==> src/verilog/rbps_pkg.sv <==
// package: constants and carrier types for the rectifier bus power sequencer
package rbps_pkg;
	// clock and timing
	localparam int CLK_HZ = 10000000; // system clock rate
	localparam int STEP_MS = 150; // delay between power-up steps, in ms
	localparam int STEP_CYC = (CLK_HZ / 1000) * STEP_MS; // cycles per step
	localparam int CNT_W = 24; // step counter width
	// register byte offsets
	localparam logic [7:0] OFF_CTRL = 8'h00; // control
	localparam logic [7:0] OFF_STAT = 8'h04; // live state
	localparam logic [7:0] OFF_IRQ_ST = 8'h08; // sticky events
	localparam logic [7:0] OFF_IRQ_MSK = 8'h0C; // event mask
	// reset values
	localparam logic [31:0] CTRL_RST = 32'h0000_0001; // sequencer enabled
	localparam logic [31:0] MSK_RST = 32'h0000_0000; // all masked
	// event bit positions
	localparam int EV_BYPASS = 0; // bypass closed
	localparam int EV_ENABLE = 1; // converters enabled
	localparam int EV_GOOD = 2; // bus good asserted
	localparam int EV_WARN = 3; // bus good dropped
	localparam int EV_OFF = 4; // converters disabled
	localparam int EV_OV = 5; // overvoltage trip
	localparam int EV_UV = 6; // fault undervoltage trip
	localparam int EV_N = 7; // number of events
	// axi responses
	localparam logic [1:0] RESP_OK = 2'h0;
	localparam logic [1:0] RESP_SLVERR = 2'h2;
	// comparator inputs, each high while the bus is above its level
	typedef struct packed {
		logic above_400; // overvoltage level
		logic above_235; // bypass and good level
		logic above_205; // bus good falloff
		logic above_200; // doubler decision
		logic above_190; // converter disable
		logic above_180; // fault level
	} rbps_cmp_t;
	// sequencer states, one-hot
	typedef enum logic [5:0] {
		ST_INIT = 6'h01, // charging through thermistor
		ST_BYPASS = 6'h02, // bypass closed, waiting to enable
		ST_ENABLED = 6'h04, // converters on, waiting for good
		ST_RUN = 6'h08, // fully up
		ST_FALL = 6'h10, // bus good dropped, riding through
		ST_OFF = 6'h20 // converters disabled, wait for rerun
	} rbps_state_t;
endpackage

==> src/verilog/rbps_seq.sv <==
// rectifier bus power sequencer with axi4-lite register slave
//
// The register offsets and the AXI4-Lite register port were chosen for this implementation.
`timescale 1ns/100ps
// Contract
// - bypass switch open at power-up
// - doubler strap open at power-up
// - initially converters disabled, bus good high
// - no doubling while bus above 200 V
// - on settle, bypass only above 235 V
// - enable converters 150 ms after bypass
// - assert bus good 150 ms after enable
// - drop bus good below 205 V
// - disable converters below 190 V
// - power back after disable reruns sequence
// - power back before disable rides through
// - enable output high means converters on
// - above 400 V disable and open bypass
// - below 180 V open bypass
module rbps_seq
#(
	parameter int STEP_N = rbps_pkg::STEP_CYC // cycles per power-up step
)
(
	input wire logic i_sys_clk,
	input wire logic i_rst_b,
	input wire rbps_pkg::rbps_cmp_t i_cmp,
	input wire logic i_settled,
	output logic o_bypass_close,
	output logic o_strap_close,
	output logic o_conv_enable,
	output logic o_bus_good_flag_b,
	output logic o_irq,
	input wire logic [7:0] i_awaddr,
	input wire logic i_awvalid,
	output logic o_awready,
	input wire logic [31:0] i_wdata,
	input wire logic [3:0] i_wstrb,
	input wire logic i_wvalid,
	output logic o_wready,
	output logic [1:0] o_bresp,
	output logic o_bvalid,
	input wire logic i_bready,
	input wire logic [7:0] i_araddr,
	input wire logic i_arvalid,
	output logic o_arready,
	output logic [31:0] o_rdata,
	output logic [1:0] o_rresp,
	output logic o_rvalid,
	input wire logic i_rready
);
	import rbps_pkg::*;

	rbps_state_t state_r; // sequencer state
	rbps_state_t state_nxt; // next sequencer state
	logic [CNT_W-1:0] cnt_r; // step delay counter
	logic cnt_done; // step delay elapsed
	logic [31:0] ctrl_r; // control register, bit 0 run
	logic [EV_N-1:0] ist_r; // sticky events
	logic [EV_N-1:0] msk_r; // event mask
	logic [EV_N-1:0] ev; // event pulses this cycle
	logic aw_hold_r; // write address taken
	logic w_hold_r; // write data taken
	logic [7:0] awaddr_r; // latched write address
	logic [31:0] wdata_r; // latched write data
	logic [3:0] wstrb_r; // latched strobes
	logic wr_go; // both halves present
	logic run; // sequencer allowed to start
	logic [31:0] msk_wr; // mask word after byte strobes

	// merge write data under byte strobes
	function automatic logic [31:0] strb_merge(input logic [31:0] old, input logic [31:0] nw,
		input logic [3:0] st);
		logic [31:0] res;
		res = old;
		for (int i = 0; i < 4; i++)
		begin
			if (st[i])
				res[i*8 +: 8] = nw[i*8 +: 8];
		end
		return res;
	endfunction

	assign run = ctrl_r[0];
	assign cnt_done = (cnt_r == CNT_W'(STEP_N - 1));
	assign msk_wr = strb_merge({25'h0, msk_r}, wdata_r, wstrb_r);

	// sequencer next state
	always_comb
	begin
		state_nxt = state_r;
		case (state_r)
			ST_INIT:
			begin
				// settle with enough bus closes bypass
				if (run && i_settled && i_cmp.above_235 && !i_cmp.above_400)
					state_nxt = ST_BYPASS;
			end
			ST_BYPASS:
			begin
				if (i_cmp.above_400 || !i_cmp.above_180)
					state_nxt = ST_INIT;
				else if (cnt_done)
					state_nxt = ST_ENABLED;
			end
			ST_ENABLED:
			begin
				if (i_cmp.above_400 || !i_cmp.above_190)
					state_nxt = ST_OFF;
				else if (!i_cmp.above_205)
					state_nxt = ST_FALL;
				else if (cnt_done)
					state_nxt = ST_RUN;
			end
			ST_RUN:
			begin
				if (i_cmp.above_400 || !i_cmp.above_190)
					state_nxt = ST_OFF;
				else if (!i_cmp.above_205)
					state_nxt = ST_FALL;
			end
			ST_FALL:
			begin
				// ride through: power back before disable level
				if (i_cmp.above_400 || !i_cmp.above_190)
					state_nxt = ST_OFF;
				else if (i_cmp.above_235)
					state_nxt = ST_RUN;
			end
			ST_OFF:
			begin
				// full rerun from the initial state
				state_nxt = ST_INIT;
			end
			default:
				state_nxt = ST_INIT;
		endcase
	end

	// state register
	always_ff @(posedge i_sys_clk)
	begin
		if (!i_rst_b)
			state_r <= ST_INIT;
		else
			state_r <= state_nxt;
	end

	// step counter, restarts on each state change
	always_ff @(posedge i_sys_clk)
	begin
		if (!i_rst_b || state_r == ST_INIT || state_nxt != state_r)
			cnt_r <= '0;
		else if (!cnt_done)
			cnt_r <= cnt_r + CNT_W'(1);
	end

	// bypass switch and converter enable
	always_ff @(posedge i_sys_clk)
	begin
		if (!i_rst_b)
		begin
			o_bypass_close <= 1'b0;
			o_conv_enable <= 1'b0;
		end
		else
		begin
			o_bypass_close <= (state_nxt != ST_INIT) && (state_nxt != ST_OFF);
			o_conv_enable <= (state_nxt == ST_ENABLED) || (state_nxt == ST_RUN)
				|| (state_nxt == ST_FALL);
		end
	end

	// bus good flag, active low
	always_ff @(posedge i_sys_clk)
	begin
		if (!i_rst_b)
			o_bus_good_flag_b <= 1'b1;
		else
			o_bus_good_flag_b <= (state_nxt != ST_RUN);
	end

	// doubler strap: chosen once charging settles, dropped on rerun
	always_ff @(posedge i_sys_clk)
	begin
		if (!i_rst_b)
			o_strap_close <= 1'b0;
		else if (state_r == ST_INIT && i_cmp.above_200)
			o_strap_close <= 1'b0;
		else if (state_r == ST_INIT && run && i_settled && !i_cmp.above_200)
			o_strap_close <= 1'b1;
		else if (state_r == ST_OFF)
			o_strap_close <= 1'b0;
	end

	// event pulses
	always_comb
	begin
		ev = '0;
		ev[EV_BYPASS] = (state_r == ST_INIT) && (state_nxt == ST_BYPASS);
		ev[EV_ENABLE] = (state_r == ST_BYPASS) && (state_nxt == ST_ENABLED);
		ev[EV_GOOD] = (state_r != ST_RUN) && (state_nxt == ST_RUN);
		ev[EV_WARN] = (state_nxt == ST_FALL) && (state_r != ST_FALL);
		ev[EV_OFF] = (state_nxt == ST_OFF);
		ev[EV_OV] = i_cmp.above_400 && (state_r != ST_INIT) && (state_r != ST_OFF);
		ev[EV_UV] = (state_r == ST_BYPASS) && !i_cmp.above_180;
	end

	// axi write channel capture
	assign wr_go = aw_hold_r && w_hold_r && !o_bvalid;
	always_ff @(posedge i_sys_clk)
	begin
		if (!i_rst_b)
		begin
			aw_hold_r <= 1'b0;
			w_hold_r <= 1'b0;
			awaddr_r <= 8'h00;
			wdata_r <= 32'h0000_0000;
			wstrb_r <= 4'h0;
			o_bvalid <= 1'b0;
			o_bresp <= RESP_OK;
		end
		else
		begin
			if (i_awvalid && o_awready)
			begin
				aw_hold_r <= 1'b1;
				awaddr_r <= i_awaddr;
			end
			if (i_wvalid && o_wready)
			begin
				w_hold_r <= 1'b1;
				wdata_r <= i_wdata;
				wstrb_r <= i_wstrb;
			end
			if (wr_go)
			begin
				aw_hold_r <= 1'b0;
				w_hold_r <= 1'b0;
				o_bvalid <= 1'b1;
				o_bresp <= (awaddr_r == OFF_CTRL || awaddr_r == OFF_IRQ_ST
					|| awaddr_r == OFF_IRQ_MSK) ? RESP_OK : RESP_SLVERR;
			end
			else if (o_bvalid && i_bready)
				o_bvalid <= 1'b0;
		end
	end

	// ready while the slot is free
	always_ff @(posedge i_sys_clk)
	begin
		if (!i_rst_b)
		begin
			o_awready <= 1'b0;
			o_wready <= 1'b0;
		end
		else
		begin
			o_awready <= !aw_hold_r && !(i_awvalid && o_awready);
			o_wready <= !w_hold_r && !(i_wvalid && o_wready);
		end
	end

	// writable registers; hardware set wins over clear
	always_ff @(posedge i_sys_clk)
	begin
		if (!i_rst_b)
		begin
			ctrl_r <= CTRL_RST;
			msk_r <= MSK_RST[EV_N-1:0];
			ist_r <= '0;
		end
		else
		begin
			if (wr_go && awaddr_r == OFF_CTRL)
				ctrl_r <= strb_merge(ctrl_r, wdata_r, wstrb_r) & 32'h0000_0001;
			if (wr_go && awaddr_r == OFF_IRQ_MSK)
				msk_r <= msk_wr[EV_N-1:0];
			if (wr_go && awaddr_r == OFF_IRQ_ST)
				ist_r <= (ist_r & ~(wdata_r[EV_N-1:0] & {EV_N{wstrb_r[0]}})) | ev;
			else
				ist_r <= ist_r | ev;
		end
	end

	// interrupt output
	always_ff @(posedge i_sys_clk)
	begin
		if (!i_rst_b)
			o_irq <= 1'b0;
		else
			o_irq <= |(((ist_r | ev)) & msk_r);
	end

	// axi read channel
	always_ff @(posedge i_sys_clk)
	begin
		if (!i_rst_b)
		begin
			o_arready <= 1'b0;
			o_rvalid <= 1'b0;
			o_rdata <= 32'h0000_0000;
			o_rresp <= RESP_OK;
		end
		else
		begin
			o_arready <= !o_rvalid && !(i_arvalid && o_arready);
			if (i_arvalid && o_arready)
			begin
				o_rvalid <= 1'b1;
				o_rresp <= RESP_OK;
				case (i_araddr)
					OFF_CTRL: o_rdata <= ctrl_r;
					OFF_STAT: o_rdata <= {22'h0, state_r, o_bus_good_flag_b, o_conv_enable,
						o_strap_close, o_bypass_close};
					OFF_IRQ_ST: o_rdata <= {25'h0, ist_r};
					OFF_IRQ_MSK: o_rdata <= {25'h0, msk_r};
					default:
					begin
						o_rdata <= 32'h0000_0000;
						o_rresp <= RESP_SLVERR;
					end
				endcase
			end
			else if (o_rvalid && i_rready)
				o_rvalid <= 1'b0;
		end
	end

	// checks
	chk_init_outputs: assert property (@(posedge i_sys_clk) disable iff (!i_rst_b)
		state_r == ST_INIT |-> !o_conv_enable && o_bus_good_flag_b)
		else $error("outputs not idle in init");
	chk_strap_high_bus: assert property (@(posedge i_sys_clk) disable iff (!i_rst_b)
		state_r == ST_INIT && i_cmp.above_200 |=> !o_strap_close)
		else $error("strap closed above 200 V");
	chk_bypass_level: assert property (@(posedge i_sys_clk) disable iff (!i_rst_b)
		$rose(o_bypass_close) |-> $past(i_cmp.above_235))
		else $error("bypass closed at low bus");
	chk_enable_delay: assert property (@(posedge i_sys_clk) disable iff (!i_rst_b)
		$rose(o_conv_enable) |-> cnt_r == '0 && $past(cnt_done))
		else $error("enable without full delay");
	chk_good_drop: assert property (@(posedge i_sys_clk) disable iff (!i_rst_b)
		!o_bus_good_flag_b && !i_cmp.above_205 |=> o_bus_good_flag_b)
		else $error("bus good held below 205 V");
	chk_disable_low: assert property (@(posedge i_sys_clk) disable iff (!i_rst_b)
		o_conv_enable && !i_cmp.above_190 |=> !o_conv_enable)
		else $error("converters on below 190 V");
	chk_ov_trip: assert property (@(posedge i_sys_clk) disable iff (!i_rst_b)
		i_cmp.above_400 |=> !o_conv_enable && !o_bypass_close)
		else $error("no overvoltage trip");
	chk_fault_open: assert property (@(posedge i_sys_clk) disable iff (!i_rst_b)
		state_r == ST_BYPASS && !i_cmp.above_180 |=> !o_bypass_close)
		else $error("bypass held below 180 V");
	chk_off_rerun: assert property (@(posedge i_sys_clk) disable iff (!i_rst_b)
		state_r == ST_OFF |=> state_r == ST_INIT ##1 !o_conv_enable)
		else $error("no rerun after disable");
	cov_full_up: cover property (@(posedge i_sys_clk) disable iff (!i_rst_b)
		$fell(o_bus_good_flag_b));
	cov_ride: cover property (@(posedge i_sys_clk) disable iff (!i_rst_b)
		state_r == ST_FALL ##1 state_r == ST_RUN);
	cov_doubler: cover property (@(posedge i_sys_clk) disable iff (!i_rst_b)
		$rose(o_strap_close));
	cov_irq: cover property (@(posedge i_sys_clk) disable iff (!i_rst_b) $rose(o_irq));
endmodule

==> config.mk <==
export PLATFORM = sky130hd
export DESIGN_NAME = rbps_seq
export DESIGN_NICKNAME = d
export VERILOG_FILES = /design/src/verilog/rbps_pkg.sv /design/src/verilog/rbps_seq.sv
export SDC_FILE = /design/constraint.sdc
export NUM_CORES = 1
export LEC_CHECK = 0
export BUFFER_PORTS_ARGS = -buffer_cell sky130_fd_sc_hd__buf_4
export CORE_ASPECT_RATIO = 1.75
export CORE_MARGIN = 5
export CORE_UTILIZATION = 45
export CTS_CLUSTER_SIZE = 12
export DETAILED_ROUTE_END_ITERATION = 12
export PLACE_DENSITY = 0.7
export SLEW_MARGIN = 20
export SYNTH_ARGS = -nofsm -noshare
export SYNTH_HDL_FRONTEND = slang
export SYNTH_SLANG_ARGS = --single-unit
==> constraint.sdc <==
create_clock -name i_sys_clk -period 3.15 [get_ports i_sys_clk]
set_input_delay 0.63 -clock i_sys_clk [delete_from_list [all_inputs] [get_ports i_sys_clk]]
set_output_delay 0.63 -clock i_sys_clk [all_outputs]
set_load 0.01 [all_outputs]
After elaboration in Yosys (flattened, before gate mapping)
Index checks and enable logic that the tools add are counted.
{"block": "classes", "mux": 21, "add_sub_neg": 1, "n_eq_ne": 25, "n_bitwise": 7, "n_reduce_logical": 59}
{"operator": "$mux W6", "count": 10}
{"operator": "$pmux W10 S4", "count": 1}
{"operator": "$eq A8 B4 Y1 const B", "count": 4}
{"operator": "$pmux W6 S5", "count": 1}
{"operator": "$logic_and A1 B1 Y1", "count": 28}
{"operator": "$add A24 B1 Y24 const B", "count": 1}
{"operator": "$eq A24 B21 Y1 const B", "count": 1}
{"operator": "$and A7 B7 Y7", "count": 3}
{"operator": "$logic_not A8 Y1", "count": 2}
{"operator": "$or A7 B7 Y7", "count": 2}
{"operator": "$eq A6 B2 Y1 const B", "count": 2}
{"operator": "$eq A6 B3 Y1 const B", "count": 2}
{"operator": "$eq A6 B4 Y1 const B", "count": 2}
{"operator": "$eq A6 B5 Y1 const B", "count": 2}
{"operator": "$eq A6 B6 Y1 const B", "count": 2}
{"operator": "$logic_not A1 Y1", "count": 12}
{"operator": "$ne A6 B1 Y1 const B", "count": 2}
{"operator": "$ne A6 B4 Y1 const B", "count": 2}
{"operator": "$ne A6 B6 Y1 const B", "count": 2}
{"operator": "$eq A8 B3 Y1 const B", "count": 1}
{"operator": "$logic_or A1 B1 Y1", "count": 8}
{"operator": "$mux W7", "count": 1}
{"operator": "$not A7 Y7", "count": 1}
{"operator": "$reduce_or A7 Y1", "count": 1}
{"operator": "10 further kinds", "count": 20}
{"block": "word_totals", "output_inout_bits": 46, "wordCells": 136, "regBits": 109, "inputBits": 66}

Depth between registers and ports, before layout
{"block": "logic_depth", "depth_word": 10, "depth_mapped": 7, "ltp_nobuf": 6}

Worst setup path after synthesis
OpenSTA, ideal clock, no wires.
{"block": "synth_path", "path_type": "input to register", "startpoint": "in i_cmp[3] (netlist name)", "endpoint": "reg cnt_r[10]", "t_required_ps": 3025, "arrival_ps": 2006, "n_path_buf": 1, "stages": 6, "setup_ps": 125, "path_slack_ps": 1020, "cell_sequence": "or4bb_1 -> nor3_1 -> nand4_1 -> o211ai_4 -> buf_6 -> nor3_2"}
{"block": "synth_between", "elab_chain_cells": 5, "word_cells_on_any_way": 7, "classes_between": "eq/ne: 1; mux: 5; reduce/logical: 1"}
{"item": "start, declared", "line": "rbps_seq.sv:27", "rtl": "input wire rbps_pkg::rbps_cmp_t i_cmp,"}
{"item": "$mux W6 (on tied branches)", "line": "rbps_seq.sv:119, rbps_seq.sv:110"}
{"item": "$mux W6 (on tied branches)", "line": "rbps_seq.sv:117, rbps_seq.sv:108"}
{"item": "$pmux W6 S5 (*)", "line": "rbps_seq.sv:92", "rtl": "case (state_r)"}
{"item": "$ne A6 B6 Y1 (*)", "line": "rbps_seq.sv:152", "rtl": "if (!i_rst_b || state_r == ST_INIT || state_nxt != state_r)"}
{"item": "$logic_or A1 B1 Y1 (*)", "line": "rbps_seq.sv:152"}
{"item": "end signal, assigned", "line": "rbps_seq.sv:155", "rtl": "cnt_r <= cnt_r + CNT_W'(1);"}
{"item": "end, declared", "line": "rbps_seq.sv:56", "rtl": "logic [CNT_W-1:0] cnt_r;"}
Every way passes the cells marked *; elsewhere a longest branch is shown, timed or not.
A chain may end at the register's enable or synchronous reset.

Worst setup path in the final report
{"block": "layout_path", "startpoint": "reg state_r[2]", "endpoint": "reg cnt_r[5]"}
{"block": "layout_between", "elab_chain_cells": 6, "word_cells_on_any_way": 19, "classes_between": "eq/ne: 6; mux: 11; reduce/logical: 2"}
{"item": "start, declared", "line": "rbps_seq.sv:54", "rtl": "rbps_state_t state_r;"}
{"item": "start signal, assigned", "line": "rbps_seq.sv:146", "rtl": "state_r <= state_nxt;"}
{"item": "$mux W6", "line": "rbps_seq.sv:112", "rtl": "else if (cnt_done)"}
{"item": "$mux W6", "line": "rbps_seq.sv:110", "rtl": "else if (!i_cmp.above_205)"}
{"item": "$mux W6", "line": "rbps_seq.sv:108", "rtl": "if (i_cmp.above_400 || !i_cmp.above_190)"}
{"item": "$pmux W6 S5", "line": "rbps_seq.sv:92"}
{"item": "$ne A6 B6 Y1", "line": "rbps_seq.sv:152"}
{"item": "$logic_or A1 B1 Y1 (*)", "line": "rbps_seq.sv:152"}
Marked as above.

==> impl_metrics.sql <==
INSERT INTO impl_metrics (metric_group, metric, value, unit) VALUES
('synthesis', 'ys_ff_latch', '85', ''),
('synthesis', 'syn_area_per_cell', '8.61', 'um2'),
('placed_design', 'gp_routability_congestion', '0.888', ''),
('setup_path', 'crit_family', 'simple AND/OR/NAND/NOR gates', ''),
('clock_tree', 'clock-root-buffer', 'clkbuf_16', ''),
('synthesis', 'synth_compound_area_share', '16.1', '%'),
('cells_and_area', 'area_growth', '18.4', '%'),
('power_and_ir_drop', 'max-vdd-ir-drop', '0.270', 'mV'),
('synthesis', 'synthDistinctLibCells', '57', ''),
('flow_run', 'drv_cap', '0', ''),
('synthesis', 'synth-adder-area-share', '0.302', '%'),
('synthesis', 'synth_warnings', '0', ''),
('sta', 'finalSetupViolCount', '0', ''),
('synthesis', 'synthXorXnorAreaFrac', '4.86', '%'),
('drt', 'antenna_left', '0', ''),
('sta', 'rsz_0062_raised_after_global_routing', 'no', ''),
('setup_path', 'timing.critical_path.required', '3.40', 'ns'),
('clock_tree', 'cts_num_sinks', '85', ''),
('cells_and_area', 'final_core_utilization', '54.3', '%'),
('cells_and_area', 'diodes', '0', ''),
('placed_design', 'detailed_place_hpwl', '7370', 'um'),
('sta', 'post-route-period-util', '80.6', '%'),
('synthesis', 'netlist_area', '4140', 'um2'),
('drt', 'detailedRoute.firstPassIterationCount', '4', ''),
('sta', 'worst_clock_skew', '0.00872', 'ns'),
('drt', 'vias', '3536', ''),
('synthesis', 'seq_area_frac_synth', '41.1', '%'),
('setup_path', 'critPathCaptureType', 'register', ''),
('floorplan', 'die_area', '11300', 'um2'),
('setup_path', 'cells_along_the_critical_path', 'or4_4 -> or4_4 -> a31oi_4 -> o211ai_4 -> a211oi_1', ''),
('drt', 'wire_per_inst', '14.9', 'um'),
('setup_path', 'timing.setup.critical_path_class', 'register to register', ''),
('synthesis', 'synth.mux.area_fraction', '2.66', '%'),
('floorplan', 'core.rowCount', '46', ''),
('setup_path', 'worstPathArrival', '2.79', 'ns'),
('power_and_ir_drop', 'power_density', '478', 'nW/um2'),
('placed_design', 'numPortBuffers', '59', ''),
('sta', 'slew_viol_final', '0', ''),
('global_route', 'pin_count_of_the_biggest_net_entering_global_routing', '42', ''),
('clock_tree', 'clock_insertion_delay_worst_skew', '0.34', 'ns'),
('setup_path', 'timing.critical_path.mode_cell', 'or4_4', ''),
('sta', 'timing.fmax', '0.394', 'GHz'),
('global_route', 'antenna_violations_before_repair', '0', ''),
('drt', 'drt_first_iter_violations', '257', ''),
('global_route', 'grt.total_usage', '18.3', '%'),
('power_and_ir_drop', 'static-leakage-power', '1.75', 'nW'),
('setup_path', 'startpoint_type', 'register', ''),
('sta', 'finalCriticalPeriod', '2.54', 'ns'),
('clock_tree', 'cts.clk_slew.worst_paths', '0.06', 'ns'),
('cells_and_area', 'final_design_area_no_fill', '4900', 'um2'),
('sta', 'timing.final.hold_violations', '0', ''),
('setup_path', 'setup.reg_to_reg.worst_slack', '0.61', 'ns'),
('global_route', 'grt-ovfl-total', '0', ''),
('synthesis', 'synthCells', '481', ''),
('drt', 'vias_per_cell', '5.34', ''),
('synthesis', 'dominant_combinational_cell_family_by_area_after_synthesis', 'simple AND/OR/NAND/NOR gates', ''),
('sta', 'max_slew.worst_pin.slew', '0.977', 'ns'),
('clock_tree', 'postCtsSetupBuffers', '0', ''),
('floorplan', 'pin_count', '112', ''),
('power_and_ir_drop', 'sum_of_internal_switching_and_leakage_power', '2.34', 'mW'),
('global_route', 'grt_first_pass_wirelength', '16000', 'um'),
('cells_and_area', 'drive_above_1_share', '21.0', '%'),
('cells_and_area', 'layout.nets', '604', ''),
('synthesis', 'count_of_flip_flops_with_a_built_in_enable_after_synthesis', '0', ''),
('status', 'status', 'complete, no violations', ''),
('floorplan', 'chipWidth', '82.5', 'um'),
('clock_tree', 'cts_hold_buf', '0', ''),
('synthesis', 'simple_gate_share_of_the_synthesized_area', '27.2', '%'),
('clock_tree', 'cts-resized-gates', '0', ''),
('clock_tree', 'tritoncts', 'yes', ''),
('sta', 'setup_total_negative_slack', '0', 'ns');
==> layout make-up <==
cell class	instances	area, um2
fill	868	4130
multi-input combinational	363	2210
sequential	85	1700
timing repair buffer	65	488
clock buffer	9	225
tap	120	150
clock inverter	7	81.3
inverter	13	48.8
==> synth_stat cells, drive strengths merged, types with 3 or more instances <==
master	instances	area share [%]
mux2	6	1.6
inv	12	1.1
a21o	3	0.54
or4	5	1.1
xor2	6	1.3
nand2b	5	0.76
o21ai	22	2.7
o21a	7	1.3
buf	30	5.3
nor2	30	2.7
nand3	9	1.1
a211oi	5	0.91
and3	6	0.91
a31oi	5	1.1
nor3b	4	0.72
nand2	68	6.2
and4	5	1.1
a21oi	30	3.6
nand4	6	0.91
clkbuf	13	1.2
and2	6	0.91
xnor2	17	3.6
nor3	36	6.8
dfxtp	85	41
nor2b	4	0.60
a22oi	12	2.2
or3	3	0.45
nor4	8	1.2
a21boi	7	1.3
nor4b	3	0.63
==> state kept, by name (all words and copies together) (netlist names), 6 cells and up <==
signal / cells
awaddr_r: 8
cnt_r: 24
ist_r: 7
msk_r: 7
o_rdata: 10
state_r: 6
wdata_r: 7
==> per-stage QoR <==
stage | hold slack [ns] | worst slack (ns)
detailed placement | 0.440 | 0.590
finish | 0.443 | 0.612
CTS | 0.453 | 0.588
global route | 0.473 | 0.434
global placement | 0.434 | 0.670
floorplan | 0.418 | 1.02
==> final timing paths <==
kind         startpoint         to  depth (start not counted)
max reg2reg  state_r[2]   cnt_r[5]                          5
min            o_rvalid  o_arready                          1
max          state_r[2]   cnt_r[5]                          5
min reg2reg    o_rvalid  o_arready                          1
==> layout by cell type, fill, tap and decap left out, types with 7 or more instances in the layout <==
master / n
buf_4: 65
nand3_1: 9
nor2_1: 30
conb_1: 24
o21a_1: 7
nor3_2: 20
nor3_1: 16
inv_1: 12
nor4_1: 8
a21boi_0: 7
xnor2_1: 17
dfxtp_1: 85
a21oi_1: 30
o21ai_0: 22
a22oi_1: 12
nand2_1: 68
clkbuf_16: 9
==> routing by layer <==
layer | track usage [%] | share of wire (%) | routed length (um)
met1 | 18.8 | 37 | 3620
met3 | 4.15 | 5.2 | 508
met2 | 33.9 | 55 | 5430
met5 | 0 | 0 | 0
met4 | 8.09 | 3.0 | 297
==> report_power, final <==
part | internal (mW) | switching, mW | leakage, nW
registers | 1.10 | 0.0178 | 0.688
clock network | 0.625 | 0.450 | 0.147
logic | 0.0650 | 0.0897 | 0.916
==> worst register-to-register path, delay by kind of cell (launching register included) <==
family / cells / cell delay [ns]
simple gates: 2 / 1.15
flops: 1 / 0.42
compound gates: 3 / 0.87
==> kinds of logic (layout without fill, tap and decap cells) <==
family                     count (synthesis)  in the layout
adders and majority gates                  1              1
other                                      1             24
AOI/OAI and AO/OA                        102            102
DFF                                       85             85
and+or+nand+nor                          204            204
xor gates and xnor gates                  23             23
muxes                                      9              9
buffers and inverters                     56             94
No activity file was read; power rests on OpenSTA's default activity.
